===== config.mk =====
export PLATFORM = sky130hd
export DESIGN_NAME = sfs_status_readout
export DESIGN_NICKNAME = d
export VERILOG_FILES = /design/src/verilog/sfs_pkg.sv /design/src/verilog/sfs_status_readout.sv
export SDC_FILE = /design/constraint.sdc
export NUM_CORES = 1
export LEC_CHECK = 0
export BUFFER_PORTS_ARGS = -buffer_cell sky130_fd_sc_hd__buf_4
export CAP_MARGIN = 20
export CORE_MARGIN = 1.5
export CORE_UTILIZATION = 65
export CTS_CLUSTER_SIZE = 16
export DETAILED_ROUTE_END_ITERATION = 16
export GPL_TIMING_DRIVEN = 0
export PLACE_DENSITY_LB_ADDON = 0.2
export SLEW_MARGIN = 0
export SYNTH_ARGS = -nofsm -noshare
export SYNTH_HDL_FRONTEND = slang
export SYNTH_SLANG_ARGS = --single-unit

===== constraint.sdc =====
create_clock -name sys_clk_i -period 6.45 [get_ports sys_clk_i]
set_clock_uncertainty 0.15 [all_clocks]
set_input_delay 1.29 -clock sys_clk_i [delete_from_list [all_inputs] [get_ports sys_clk_i]]
set_output_delay 1.29 -clock sys_clk_i [all_outputs]
set_load 0.02 [all_outputs]

===== src/verilog/sfs_pkg.sv =====
// Shared constants and carrier types for the serial fault status readout
package sfs_pkg;

  localparam int WORD_W   = 16;
  localparam int ADDR_W   = 4;
  localparam int NUM_CH   = 4;
  localparam int QUICK_W  = 5;
  localparam int CNT_W    = 5;
  localparam int DGL_W    = 22;

  // Output word selection codes; all but SEL_DEFAULT are also the address nibble in bits 15:12
  localparam logic [3:0] SEL_DEFAULT   = 4'h0;
  localparam logic [3:0] ADDR_QUICK    = 4'h1;
  localparam logic [3:0] ADDR_CH_FIRST = 4'h2;
  localparam logic [3:0] ADDR_CH_LAST  = 4'h5;
  localparam logic [3:0] ADDR_DEVICE   = 4'h7;
  localparam logic [3:0] ADDR_IO       = 4'h8;
  localparam logic [3:0] ADDR_PART     = 4'h9;

  // Incoming word layout: address nibble, then the first initialization fields
  localparam logic [3:0] WR_ADDR_INIT1 = 4'h0;
  localparam int SI_ADDR_LO     = 12;
  localparam int SI_SEL_LO      = 0;
  localparam int SI_PERSIST_BIT = 4;
  localparam int SI_DGL_BIT     = 5;

  // Output word field positions
  localparam int SO_ADDR_LO  = 12;
  localparam int SO_FAIL_BIT = 11;
  localparam int SO_GLOB_LO  = 8;
  localparam int SO_TOGG_BIT = 9;
  localparam int SO_CTRL_LO  = 5;
  localparam logic [WORD_W-1:0] WORD_ZERO = 16'h0000;
  localparam logic [7:0] PART_CODE_UV = 8'h00;
  localparam logic [4:0] FRAME_BITS   = 5'h10;

  // Timing
  localparam int CLK_PERIOD_NS      = 25;
  localparam int OPEN_OFF_DGL_NS    = 3300;
  localparam int OPEN_ON_SLOW_DGL_US = 64;
  localparam int OPEN_ON_FAST_DGL_US = 2;
  localparam int OPEN_OFF_DGL_CYC   = (OPEN_OFF_DGL_NS + CLK_PERIOD_NS - 1) / CLK_PERIOD_NS;
  localparam int OPEN_ON_SLOW_CYC   = OPEN_ON_SLOW_DGL_US * 1000000 / CLK_PERIOD_NS;
  localparam int OPEN_ON_FAST_CYC   = OPEN_ON_FAST_DGL_US * 1000000 / CLK_PERIOD_NS;

  typedef enum logic [2:0] {
    SFS_OC_NONE   = 3'b000,
    SFS_OC_WIN1   = 3'b001,
    SFS_OC_WIN2   = 3'b010,
    SFS_OC_WIN3   = 3'b011,
    SFS_OC_LOW    = 3'b100,
    SFS_OC_NOWIN  = 3'b101,
    SFS_OC_SEVERE = 3'b110,
    SFS_OC_UNUSED = 3'b111
  } sfs_oc_code_t;

  // Per-channel flags, packed in the order of the channel word bits 6:0
  typedef struct packed {
    logic       overtemp_shutdown_flag;
    logic       overtemp_warning_flag;
    logic [2:0] overcurrent_code;
    logic       open_on_flag;
    logic       open_off_flag;
  } sfs_chan_flags_t;

  typedef struct packed {
    logic test_entry_flag;
    logic overvoltage_flag;
    logic undervoltage_flag;
    logic pump_fault_flag;
    logic pwm_clock_fault_flag;
    logic limp_input_state;
  } sfs_dev_raw_t;

  typedef struct packed {
    logic [3:0] toggle_inputs;
    logic [3:0] control_input_state;
    logic [4:0] output_level_bit;
  } sfs_io_raw_t;

endpackage


===== src/verilog/sfs_status_readout.sv =====
// Serial output word selection, fault latching and read-clear for the status readout
`timescale 1ns/1ps
module sfs_status_readout #(
  parameter int             OPEN_ON_SLOW = sfs_pkg::OPEN_ON_SLOW_CYC,
  parameter int             OPEN_ON_FAST = sfs_pkg::OPEN_ON_FAST_CYC,
  parameter logic [7:0]     PART_CODE    = 8'h5a   // Arbitrary value
) (
  input  wire logic                                   sys_clk_i,
  input  wire logic                                   rst_n_i,
  input  wire logic                                   spi_cs_n_i,
  input  wire logic                                   spi_sclk_i,
  input  wire logic                                   spi_si_i,
  output logic                                        spi_so_o,
  output logic                                        spi_so_oe_n_o,
  input  wire logic                                   fail_state_indicator_i,
  input  wire logic                                   serial_regs_reset_i,
  input  wire sfs_pkg::sfs_chan_flags_t [sfs_pkg::NUM_CH-1:0] chan_raw_i,
  input  wire sfs_pkg::sfs_dev_raw_t                  dev_raw_i,
  input  wire sfs_pkg::sfs_io_raw_t                   io_raw_i,
  output logic                                        open_on_deglitch_select_o
);
  import sfs_pkg::*;

  localparam int CH_W   = $bits(sfs_chan_flags_t);
  localparam int DEV_W  = $bits(sfs_dev_raw_t);
  localparam int IO_W   = $bits(sfs_io_raw_t);
  localparam int SYNC_W = 5 + NUM_CH * CH_W + DEV_W + IO_W;
  // Chip select idles high; an all-zero reset would fake a frame edge
  localparam logic [SYNC_W-1:0] SYNC_IDLE = {1'b1, {(SYNC_W - 1){1'b0}}};

  // Every pin input passes two flops; stage one feeds stage two only
  logic [SYNC_W-1:0] sync_a;
  logic [SYNC_W-1:0] sync_b;
  logic              cs_q;
  logic              sclk_q;

  always_ff @(posedge sys_clk_i or negedge rst_n_i) begin
    if (!rst_n_i) begin
      sync_a <= SYNC_IDLE;
      sync_b <= SYNC_IDLE;
    end else begin
      sync_a <= {spi_cs_n_i, spi_sclk_i, spi_si_i, fail_state_indicator_i, serial_regs_reset_i,
                 chan_raw_i, dev_raw_i, io_raw_i};
      sync_b <= sync_a;
    end
  end

  logic                                cs_n_s;
  logic                                sclk_s;
  logic                                si_s;
  logic                                fail_s;
  logic                                regs_rst_s;
  sfs_chan_flags_t [NUM_CH-1:0]        chan_s;
  sfs_dev_raw_t                        dev_s;
  sfs_io_raw_t                         io_s;

  assign {cs_n_s, sclk_s, si_s, fail_s, regs_rst_s, chan_s, dev_s, io_s} = sync_b;

  always_ff @(posedge sys_clk_i or negedge rst_n_i) begin
    if (!rst_n_i) begin
      cs_q   <= 1'b1;
      sclk_q <= 1'b0;
    end else begin
      cs_q   <= cs_n_s;
      sclk_q <= sclk_s;
    end
  end

  logic frame_start;
  logic frame_end;
  logic sclk_rise;
  logic sclk_fall;

  assign frame_start = cs_q & ~cs_n_s;
  assign frame_end   = ~cs_q & cs_n_s;
  assign sclk_rise   = ~cs_n_s & ~sclk_q & sclk_s;
  assign sclk_fall   = ~cs_n_s & sclk_q & ~sclk_s;

  // Frame shifting
  logic [WORD_W-1:0] rx_word;
  logic [WORD_W-1:0] tx_word;
  logic [CNT_W-1:0]  bit_cnt;
  logic [ADDR_W-1:0] frame_sel;
  logic [ADDR_W-1:0] out_sel;
  logic              frame_ok;
  logic [WORD_W-1:0] out_word;

  assign frame_ok = frame_end & (bit_cnt == FRAME_BITS);

  always_ff @(posedge sys_clk_i or negedge rst_n_i) begin
    if (!rst_n_i) begin
      rx_word <= WORD_ZERO;
      bit_cnt <= '0;
    end else if (frame_start) begin
      bit_cnt <= '0;
    end else if (sclk_rise) begin
      rx_word <= {rx_word[WORD_W-2:0], si_s};
      if (bit_cnt != FRAME_BITS + 5'h01) begin
        bit_cnt <= bit_cnt + 5'h01;
      end
    end
  end

  always_ff @(posedge sys_clk_i or negedge rst_n_i) begin
    if (!rst_n_i) begin
      tx_word   <= WORD_ZERO;
      frame_sel <= SEL_DEFAULT;
    end else if (frame_start) begin
      tx_word   <= out_word;
      frame_sel <= out_sel;
    end else if (sclk_fall) begin
      tx_word <= {tx_word[WORD_W-2:0], 1'b0};
    end
  end

  always_ff @(posedge sys_clk_i or negedge rst_n_i) begin
    if (!rst_n_i) begin
      spi_so_o      <= 1'b0;
      spi_so_oe_n_o <= 1'b1;
    end else begin
      spi_so_o      <= tx_word[WORD_W-1];
      spi_so_oe_n_o <= cs_n_s;
    end
  end

  // Selection state, committed only on a whole 16-bit frame
  logic              select_persist_bit;
  logic              init_write;

  assign init_write = frame_ok & (rx_word[WORD_W-1:SI_ADDR_LO] == WR_ADDR_INIT1);

  always_ff @(posedge sys_clk_i or negedge rst_n_i) begin
    if (!rst_n_i) begin
      out_sel                   <= SEL_DEFAULT;
      select_persist_bit        <= 1'b0;
      open_on_deglitch_select_o <= 1'b0;
    end else if (regs_rst_s) begin
      out_sel                   <= SEL_DEFAULT;
      select_persist_bit        <= 1'b0;
      open_on_deglitch_select_o <= 1'b0;
    end else if (init_write) begin
      out_sel                   <= rx_word[SI_SEL_LO +: ADDR_W];
      select_persist_bit        <= rx_word[SI_PERSIST_BIT];
      open_on_deglitch_select_o <= rx_word[SI_DGL_BIT];
    end else if (frame_ok && !select_persist_bit) begin
      out_sel <= SEL_DEFAULT;
    end
    // Persist set: selection simply stays
  end

  // Read-clear strobes act on the word that left during the frame just ended
  function automatic logic read_of(input logic [ADDR_W-1:0] addr);
    return frame_ok && (frame_sel == addr);
  endfunction

  // Open-load deglitch counters; the level must stay high for the full time
  logic [NUM_CH-1:0] off_dgl;
  logic [NUM_CH-1:0] on_dgl;
  logic [DGL_W-1:0]  on_limit;

  assign on_limit = open_on_deglitch_select_o ? DGL_W'(OPEN_ON_FAST) : DGL_W'(OPEN_ON_SLOW);

  sfs_chan_flags_t [NUM_CH-1:0] chan_lat;
  logic [NUM_CH-1:0]            ch_read;
  logic [NUM_CH-1:0]            quick_flag;
  logic [2:0]                   oc_prev [NUM_CH];

  for (genvar c = 0; c < NUM_CH; c++) begin : g_ch
    logic [DGL_W-1:0] off_cnt;
    logic [DGL_W-1:0] on_cnt;
    sfs_chan_flags_t  set;

    assign ch_read[c] = read_of(ADDR_CH_FIRST + ADDR_W'(c));

    always_ff @(posedge sys_clk_i or negedge rst_n_i) begin
      if (!rst_n_i) begin
        off_cnt <= '0;
        on_cnt  <= '0;
      end else begin
        off_cnt <= chan_s[c].open_off_flag ?
                   ((off_cnt == DGL_W'(OPEN_OFF_DGL_CYC)) ? off_cnt : off_cnt + 1'b1) : '0;
        on_cnt  <= chan_s[c].open_on_flag ?
                   ((on_cnt >= on_limit) ? on_cnt : on_cnt + 1'b1) : '0;
      end
    end

    assign off_dgl[c] = (off_cnt == DGL_W'(OPEN_OFF_DGL_CYC) - 1'b1) & chan_s[c].open_off_flag;
    assign on_dgl[c]  = (on_cnt == on_limit - 1'b1) & chan_s[c].open_on_flag;

    always_comb begin
      set                        = '0;
      set.overtemp_shutdown_flag = chan_s[c].overtemp_shutdown_flag;
      set.overtemp_warning_flag  = chan_s[c].overtemp_warning_flag;
      set.open_on_flag           = on_dgl[c];
      set.open_off_flag          = off_dgl[c];
    end

    // Code is set by a fresh code other than none or unused, so the latest one wins; otherwise a read clears it
    always_ff @(posedge sys_clk_i or negedge rst_n_i) begin
      if (!rst_n_i) begin
        oc_prev[c] <= SFS_OC_NONE;
      end else begin
        oc_prev[c] <= chan_s[c].overcurrent_code;
      end
    end

    always_ff @(posedge sys_clk_i or negedge rst_n_i) begin
      if (!rst_n_i) begin
        chan_lat[c] <= '0;
      end else begin
        // A set arriving with the read-clear survives
        chan_lat[c].overtemp_shutdown_flag <= set.overtemp_shutdown_flag |
                                              (chan_lat[c].overtemp_shutdown_flag & ~ch_read[c]);
        chan_lat[c].overtemp_warning_flag  <= set.overtemp_warning_flag |
                                              (chan_lat[c].overtemp_warning_flag & ~ch_read[c]);
        chan_lat[c].open_on_flag           <= set.open_on_flag |
                                              (chan_lat[c].open_on_flag & ~ch_read[c]);
        chan_lat[c].open_off_flag          <= set.open_off_flag |
                                              (chan_lat[c].open_off_flag & ~ch_read[c]);
        if (chan_s[c].overcurrent_code != SFS_OC_NONE &&
            chan_s[c].overcurrent_code != SFS_OC_UNUSED &&
            chan_s[c].overcurrent_code != oc_prev[c]) begin
          chan_lat[c].overcurrent_code <= chan_s[c].overcurrent_code;
        end else if (ch_read[c]) begin
          chan_lat[c].overcurrent_code <= SFS_OC_NONE;
        end
      end
    end

    assign quick_flag[c] = |chan_lat[c];
  end

  // Device flags
  logic dev_read;
  logic test_lat;
  logic ov_lat;
  logic uv_lat;
  logic pump_lat;
  logic pwm_clock_fault_flag_lat;
  logic serial_lat;
  logic regs_cleared_flag;

  assign dev_read = read_of(ADDR_DEVICE);

  always_ff @(posedge sys_clk_i or negedge rst_n_i) begin
    if (!rst_n_i) begin
      test_lat          <= 1'b0;
      ov_lat            <= 1'b0;
      uv_lat            <= 1'b0;
      pump_lat          <= 1'b0;
      pwm_clock_fault_flag_lat          <= 1'b0;
      serial_lat        <= 1'b0;
      regs_cleared_flag <= 1'b1;
    end else begin
      test_lat          <= dev_s.test_entry_flag | (test_lat & ~dev_read);
      ov_lat            <= dev_s.overvoltage_flag | (ov_lat & ~dev_read);
      uv_lat            <= dev_s.undervoltage_flag | (uv_lat & ~dev_read);
      pump_lat          <= dev_s.pump_fault_flag | (pump_lat & ~dev_read);
      pwm_clock_fault_flag_lat          <= dev_s.pwm_clock_fault_flag | (pwm_clock_fault_flag_lat & ~dev_read);
      // A frame of other than 16 bits, shorter or longer, counts as a serial fault
      serial_lat        <= (frame_end & ~frame_ok) | (serial_lat & ~dev_read);
      regs_cleared_flag <= regs_rst_s | (regs_cleared_flag & ~dev_read);
    end
  end

  // Global flags track the latches, so they fall once every detail is read
  logic device_fault_summary;
  logic overload_summary;
  logic open_load_summary;
  logic [2:0] glob;
  logic [QUICK_W-1:0] channel_quick_flags;

  always_comb begin
    overload_summary  = 1'b0;
    open_load_summary = 1'b0;
    for (int c = 0; c < NUM_CH; c++) begin
      overload_summary  = overload_summary | chan_lat[c].overtemp_shutdown_flag |
                          (|chan_lat[c].overcurrent_code);
      open_load_summary = open_load_summary | chan_lat[c].open_on_flag | chan_lat[c].open_off_flag;
    end
  end

  assign device_fault_summary = regs_cleared_flag | uv_lat | ov_lat | pump_lat | pwm_clock_fault_flag_lat | test_lat;
  assign glob                 = {device_fault_summary, overload_summary, open_load_summary};
  assign channel_quick_flags  = QUICK_W'(quick_flag);

  // Output word assembly; reserved positions stay zero
  function automatic logic [WORD_W-1:0] head(input logic [ADDR_W-1:0] addr, input logic with_glob);
    logic [WORD_W-1:0] w;
    w                            = WORD_ZERO;
    w[SO_ADDR_LO +: ADDR_W]      = addr;
    w[SO_FAIL_BIT]               = fail_s;
    w[SO_GLOB_LO +: 3]           = with_glob ? glob : 3'b000;
    return w;
  endfunction

  always_comb begin
    out_word = WORD_ZERO;
    unique case (out_sel)
      SEL_DEFAULT, ADDR_QUICK: begin
        out_word       = head(ADDR_QUICK, 1'b1);
        out_word[7:0]  = {pump_lat, regs_cleared_flag, pwm_clock_fault_flag_lat, channel_quick_flags};
      end
      ADDR_DEVICE: begin
        out_word       = head(ADDR_DEVICE, 1'b1);
        out_word[4:0]  = {test_lat, ov_lat, uv_lat, serial_lat, dev_s.limp_input_state};
      end
      ADDR_IO: begin
        out_word                = head(ADDR_IO, 1'b0);
        out_word[SO_TOGG_BIT]   = |io_s.toggle_inputs;
        out_word[SO_CTRL_LO +: 4] = io_s.control_input_state;
        out_word[4:0]           = io_s.output_level_bit;
      end
      ADDR_PART: begin
        out_word       = head(ADDR_PART, 1'b0);
        out_word[7:0]  = dev_s.undervoltage_flag ? PART_CODE_UV : PART_CODE;
      end
      default: begin
        if (out_sel >= ADDR_CH_FIRST && out_sel <= ADDR_CH_LAST) begin
          out_word                  = head(out_sel, 1'b1);
          out_word[CH_W-1:0]        = chan_lat[out_sel - ADDR_CH_FIRST];
        end
      end
    endcase
  end

endmodule // sfs_status_readout


==> impl_metrics.tcl, run 1 <==
set metrics [dict create \
    die_h_um 168 \
    post-cts-setup-buffers 0 \
    worst_setup_path_start_kind "flop" \
    hold_buffers 0 \
    crit_required_ns 6.73 \
    nFillCells 1841 \
    synth_fp_nets 1796 \
    grt_pass1_vias 13500 \
    muxShareOfSynthArea_pct 4.79 \
    ioPinCount 57 \
    antenna_found_initial 0 \
    dieArea_mm2 0.0282 \
    synth_simple_gate_area_share_pct 21.5 \
    path_max_fanout 18 \
    setup_viol 0 \
    dp_hpwl_um 25800 \
    synth_edf_count 0 \
    drive_above_1_share_pct 9.66 \
    cts_resized 0 \
    report.final.slew_viol_count 0 \
    synth_top_area_share_pct 52.7 \
    htree_levels 2 \
    synth_xor_area_share_pct 3.56 \
    fin_nets 1897 \
    dominantRegCellSynth "dfrtp_1" \
    antenna_cells 0 \
    place.gp.congestion 0.915 \
    yosys-top-cells-count "373 x dfrtp_1, 142 x nand2_1, 128 x nor2_1, 94 x a21oi_1, 83 x nand3_1" \
    core-area_mm2 0.0269 \
    vdd_drop_max_mv 0.249 \
    comb_power_share_pct 4.6 \
    min_period_ns 4.42 \
    max_freq_mhz 226 \
    clkSinkCount 377 \
    synth_seq_area_share_pct 53.3 \
    yosys.cell_types.count 75 \
    syn_area_per_cell_um2 10.4 \
    numCtsBuffers 40 \
    p_seq_share_pct 49.6 \
    grt_pass1_wl_um 65900 \
    ys.warnings.count 0 \
    cts_max_path_buffers 3 \
    synthAdderAreaFrac_pct 3.04 \
    max_slew_margin_pct 34.5 \
    finalPower_mw 5.09 \
    cp_cell_sequence "clkbuf_1 > inv_1 > ha_1 > and4_1 > and4_1 > o31a_1 > clkbuf_1 > nor4_1 > mux2i_1" \
    slowest_delay_ns 0.99 \
    final.period_utilization_pct 68.5 \
    die_w_um 168 \
    vias 13800 \
    postPlaceCellArea_mm2 0.0186 \
    root_buffer "clkbuf_16" \
    run_status "finished, final reports clean" \
    drt_iter0_drc 1306 \
    p_per_area_mw_per_mm2 254 \
    synth_compound_area_share_pct 10.7 \
    cpMaxStageDelayCell "dfrtp_1" \
    netlist_top_cells_area "dfrtp_1 53%, ha_1 3.0%, nand2_1 3.0%, mux2i_1 2.9%, nor2_1 2.7%" \
    sw_frac_of_total_pct 22.2 \
    start_util_pct 65.9 \
    hold_ws_ns 0.196 \
    cts_tree "yes" \
    criticalPathCategory "reg2reg" \
    drtAntennaViolNets 0 \
    drtPass1Iterations 6 \
    synth_top_cell_by_area "dfrtp_1" \
    worstPathArrival_ns 4.70 \
    syn_to_final_growth_pct 12.9 \
    p_int_mw 3.96 \
    cp_top_family "buffers and inverters" \
    clkTransAtPathRegs_ns 0.06 \
    async_flop_share_pct 100 \
    tightest_slew_ns 0.982 \
    gr-total-overflow 0 \
    viasPerCell 6.36 \
    tns_ns 0 \
    rows 60 \
    path_buf_inv 3 \
    ys_ff_latch 377 \
    clkLatencyLatePin_ns 0.52 \
    rsz0062_at_grt "false" \
    cp-end-kind "flop" \
    synthMostInstantiatedCell "dfrtp_1" \
    grt_use_total_pct 28.4 \
    hold_violations 0 \
    hold_path.class "reg2reg" \
    final_area_mm2 0.0200 \
    drv_cap 0 \
    syn_area_mm2 0.0177 \
    netSwitchingPower_mw 1.13 \
    drc 0 \
    wl_per_cell_um 18.0 \
    clock_power_share_pct 45.7 \
    portBuffers 56 \
    grt_start_max_net_pins 114 \
    synthCells 1699 \
    p_leak_nw 8.40 \
    finalWirelength_um 39200 \
    synth_top_family_by_area "simple AND/OR/NAND/NOR gates" \
]
-- placed cells by master, fill, tap and decap left out, types with 11 or more instances in the layout --
cell type	n
xnor2_1	37
mux2_2	16
and4_1	14
xor2_1	35
dfrtp_1	373
nand4_1	45
and3_1	21
nand2b_1	27
a21o_1	19
o21ai_0	47
nor4_1	54
clkbuf_16	42
or4_1	59
o31ai_1	56
mux2i_1	51
nor3b_1	11
nand2_1	142
buf_4	56
a21oi_1	94
inv_1	74
nand3_1	83
clkbuf_1	59
nand4b_1	12
nor3_1	37
ha_1	43
or3_1	34
nor2_1	128
-- registers in the layout, indices dropped and copies added, names as in the netlist, 4 cells and up --
name and cells:
bit_cnt 5, chan_lat 28, frame_sel 4, g_ch.off_cnt 88, g_ch.on_cnt 88, oc_prev 12, out_sel 4, rx_word 16
sync_a 52, sync_b 52, tx_word 16
-- per-layer routing --
layer  vias to the layer above  GRT usage [%]  wire length [um]
li1                       6456              -                 -
met1                      6778           39.6             17100
met2                       493           46.6             18800
met3                        89           3.90              2210
met5                         -              0                 0
met4                         0           9.70              1130
-- cells by family (layout without fill, tap and decap cells) --
logic type / Yosys count / count (layout)
multiplexers: 74 / 74
adder cells (fa/ha/maj): 43 / 43
AO/OA/AOI/OAI: 291 / 291
XOR/XNOR: 72 / 72
flip-flops: 377 / 377
AND/OR/NAND/NOR: 702 / 702
buffers and inverters: 140 / 273
-- power by group through the flow --
stage                     Sequential (mW)  Clock (mW)  Combinational (mW)
after floorplan                      2.54           0               0.123
final                                2.53        2.33               0.235
after detailed placement             2.56           0               0.235
after CTS                            2.52        2.36               0.239
after global routing                 2.54        2.45               0.267
after global placement               2.56           0               0.217
-- worst reg2reg max path, stage by stage, from the launching register on --
cell      delay (ns)
dfrtp_1         0.99
clkbuf_1        0.59
inv_1           0.42
ha_1            0.43
and4_1          0.18
and4_1          0.23
o31a_1          0.39
clkbuf_1        0.30
nor4_1          0.43
mux2i_1         0.22
-- worst paths after layout --
kind	start	slack, ns	endpoint	depth (start not counted)
hold / removal	sync_a[29]	0.20	sync_b[29]	0
setup / recovery	open_on_deglitch_select_o	2.03	g_ch[2].on_cnt[8]	9
setup reg to reg	open_on_deglitch_select_o	2.03	g_ch[2].on_cnt[8]	9
min in group asynchronous	rst_n_i	0.61	g_ch[3].on_cnt[15]	1
max in group asynchronous	rst_n_i	4.23	uv_lat	3
hold reg to reg	sync_a[29]	0.20	sync_b[29]	0
-- cell type report --
type | instances | area [um2] | share of cell area, %
flip-flops and latches | 377 | 9440 | 47.2
multi-input cells | 1182 | 7700 | 38.5
clock buffers | 60 | 1160 | 5.79
repair buffers | 59 | 510 | 2.55
well taps | 341 | 427 | 2.13
inverters | 77 | 289 | 1.45
plain buffers | 63 | 278 | 1.39
clock inverters | 14 | 190 | 0.951
-- per-stage QoR --
| stage | cells | setup WS (ns) | util, % |
|---|---|---|---|
| final | 2173 | 2.03 | 74.4 |
| after global routing | 2173 | 1.73 | 74.4 |
| after CTS | 2173 | 2.05 | 74.4 |
| after detailed placement | 2099 | 2.06 | 69.4 |
| after global placement | 2096 | 0.461 | 69.0 |
| after floorplan | 1699 | 3.17 | - |
Note: power is estimated with default switching activity, not from simulation.
==> run 2: changes to the inputs <==
Settings changed: ABC_AREA from default to 1, CORE_UTILIZATION 65 to 57.
Clock period 6.45 ns to 3.55 ns, I/O delays scaled along.
==> run 2 against run 1 <==
Effect of this change:
- critical path type unchanged
- largest cell class unchanged
- highest routed layer unchanged
- critical path depth is 4 higher
- cell count is 43% higher
- combinational power is 110% higher
- die area is 25% higher
- synthesized area is 10% higher
- core utilization is 8.5 points lower
- sequential share of layout area is 4.6 points lower
==> impl_metrics.tcl, run 2 <==
set metrics [dict create \
    viasPerCell 5.34 \
    dp_worst_setup_slack_ns 0.531 \
    cp_cell_sequence "buf_16 > inv_1 > ha_1 > nand2_1 > inv_1 > nand2_1 > nor2_1 > nand3_1 > nand3_2 > nand2_1 > buf_4 > nand2_1 > nand2_1" \
    post-cts-setup-buffers 0 \
    grt_pass1_wl_um 76800 \
    clkSinkCount 377 \
    async_flop_share_pct 100 \
    fin_nets 2737 \
    wl_per_cell_um 14.5 \
    crit_required_ns 3.84 \
    die_h_um 188 \
    dieArea_mm2 0.0354 \
    syn_to_final_growth_pct 13.3 \
    place_inst 3044 \
    tns_ns 0 \
    comb_power_share_pct 5.1 \
    cts_resized 0 \
    setup_viol 0 \
    core-area_mm2 0.0336 \
    grt_use_met2_pct 43.4 \
    ys.warnings.count 0 \
    cts_max_path_buffers 3 \
    hold_ws_ns 0.0895 \
    die_w_um 188 \
    root_buffer "clkbuf_16" \
    synth_top_cell_by_area "dfrtp_1" \
    hold_path.class "in2reg" \
    cp-end-kind "flop" \
    finalWirelength_um 45100 \
    yosys-top-cells-count "697 x nand2_1, 385 x nor2_1, 373 x dfrtp_1, 259 x inv_1, 231 x nand3_1" \
    sw_frac_of_total_pct 22.6 \
    synthCells 2536 \
    hold_violations 0 \
    synth_edf_count 0 \
    p_leak_nw 10.2 \
    worst_slack_ns 0.441 \
    max_slew_margin_pct 51.0 \
    clock_power_share_pct 47.8 \
    dp_hpwl_um 32200 \
    top_usage_layer "met2" \
    ioPinCount 57 \
    fin_cells 3117 \
    synth_top_area_share_pct 47.8 \
    syn_area_mm2 0.0195 \
    yosys.cell_types.count 46 \
    ys_ff_latch 377 \
    htree_levels 2 \
    slowest_delay_ns 0.81 \
    p_int_mw 7.48 \
    final_area_mm2 0.0221 \
    utilization_pct 65.9 \
    dominantRegCellSynth "dfrtp_1" \
    met1_usage_pct 35.3 \
    grt_use_total_pct 26.1 \
    start_util_pct 58.1 \
    drc 0 \
    portBuffers 56 \
    clkLatencyLatePin_ns 0.57 \
    numCtsBuffers 41 \
    final.period_utilization_pct 87.6 \
    synth_seq_area_share_pct 48.3 \
    worst_setup_path_start_kind "flop" \
    final_common_cell "nand2_1" \
    syn_area_per_cell_um2 7.71 \
    rows 67 \
    drv_cap 0 \
    vdd_drop_max_mv 0.397 \
    place.gp.congestion 0.956 \
    netlist_top_cells_area "dfrtp_1 48%, nand2_1 13%, nor2_1 7.4%, nand3_1 5.9%, inv_1 5.0%" \
    postPlaceCellArea_mm2 0.0206 \
    min_period_ns 3.11 \
    p_seq_share_pct 47.1 \
    tightest_slew_ns 0.735 \
    clkTransAtPathRegs_ns 0.06 \
    grt_pass1_vias 16200 \
    synthMostInstantiatedCell "nand2_1" \
    antenna_found_initial 1 \
    drtAntennaViolNets 0 \
    reg_top3 "g_ch.off_cnt x88, g_ch.on_cnt x88" \
    vias 16700 \
    p_per_area_mw_per_mm2 437 \
    report.final.slew_viol_count 0 \
    criticalPathCategory "reg2reg" \
    drive_above_1_share_pct 7.72 \
    grt_start_max_net_pins 130 \
    path_max_fanout 16 \
    grtUsageMet3_pct 3.04 \
    drt_iter0_drc 1266 \
    worstPathArrival_ns 3.40 \
    netSwitchingPower_mw 2.18 \
    run_status "finished, final reports clean" \
    synth_fp_nets 2633 \
    mostFrequentLayoutCells "697 x nand2_1, 385 x nor2_1, 373 x dfrtp_1" \
    critPathMostFrequentCell "nand2_1" \
    finalPower_mw 9.67 \
    cpMaxStageDelayCell "dfrtp_1" \
    drtPass1Iterations 5 \
    max_freq_mhz 322 \
    gr-total-overflow 0 \
    cts_tree "yes" \
    ff2ff_setup_slack_ns 0.44 \
    rsz0062_at_grt "false" \
]
-- run 2: power groups by stage --
stage	sequential [mW]	clock (mW)	combinational (mW)
after floorplan	4.60	0	0.262
after global placement	4.62	0	0.463
after detailed placement	4.63	0	0.494
after CTS	4.55	4.73	0.499
after global routing	4.57	4.90	0.563
final	4.55	4.62	0.491
-- run 2: cell type report --
type / instances / area, um2
flip-flops and latches: 377 / 9440
multi-input cells: 1829 / 8790
plain buffers: 63 / 310
inverters: 267 / 1000
well taps: 448 / 561
repair buffers: 61 / 548
clock buffers: 52 / 1140
clock inverters: 19 / 349
diodes: 1 / 2.50
fillers: 2840 / 11500
-- run 2: cells by family after synthesis --
family                     synth area share (%)
muxes                                     0.519
xor gates and xnor gates                   3.18
buffers and inverters                      6.73
and+or+nand+nor                            32.0
DFF                                        48.3
adders and majority gates                  2.75
AOI/OAI and AO/OA                          6.51
-- run 2: path summary, 6_finish.rpt --
path / startpoint / end / cells after the start
max in group asynchronous: rst_n_i / g_ch[3].off_cnt[1] / 3
setup / recovery: open_on_deglitch_select_o / g_ch[0].on_cnt[8] / 13
hold / removal: fail_state_indicator_i / sync_a[48] / 1
min in group asynchronous: rst_n_i / chan_lat[17] / 2
setup reg to reg: open_on_deglitch_select_o / g_ch[0].on_cnt[8] / 13
hold reg to reg: sync_a[25] / sync_b[25] / 0
-- run 2: critical path, delay by kind of cell (launching register included) --
| kind | cells | cell delay (ns) |
|---|---|---|
| DFF | 1 | 0.81 |
| and+or+nand+nor | 8 | 0.78 |
| adders and majority gates | 1 | 0.40 |
| buffers and inverters | 4 | 0.81 |
-- run 2: metal layers --
| layer | wire length, um | part of all wire (%) |
|---|---|---|
| met5 | 0 | 0 |
| met4 | 1450 | 3.2 |
| met3 | 2050 | 4.5 |
| met2 | 21600 | 48 |
| met1 | 20000 | 44 |
-- run 2: timing repair --
action / CTS / global route
hold buffers: 1 / 0
endpoints found under the hold margin: 28 / 0
setup endpoints to repair: 0 / 0
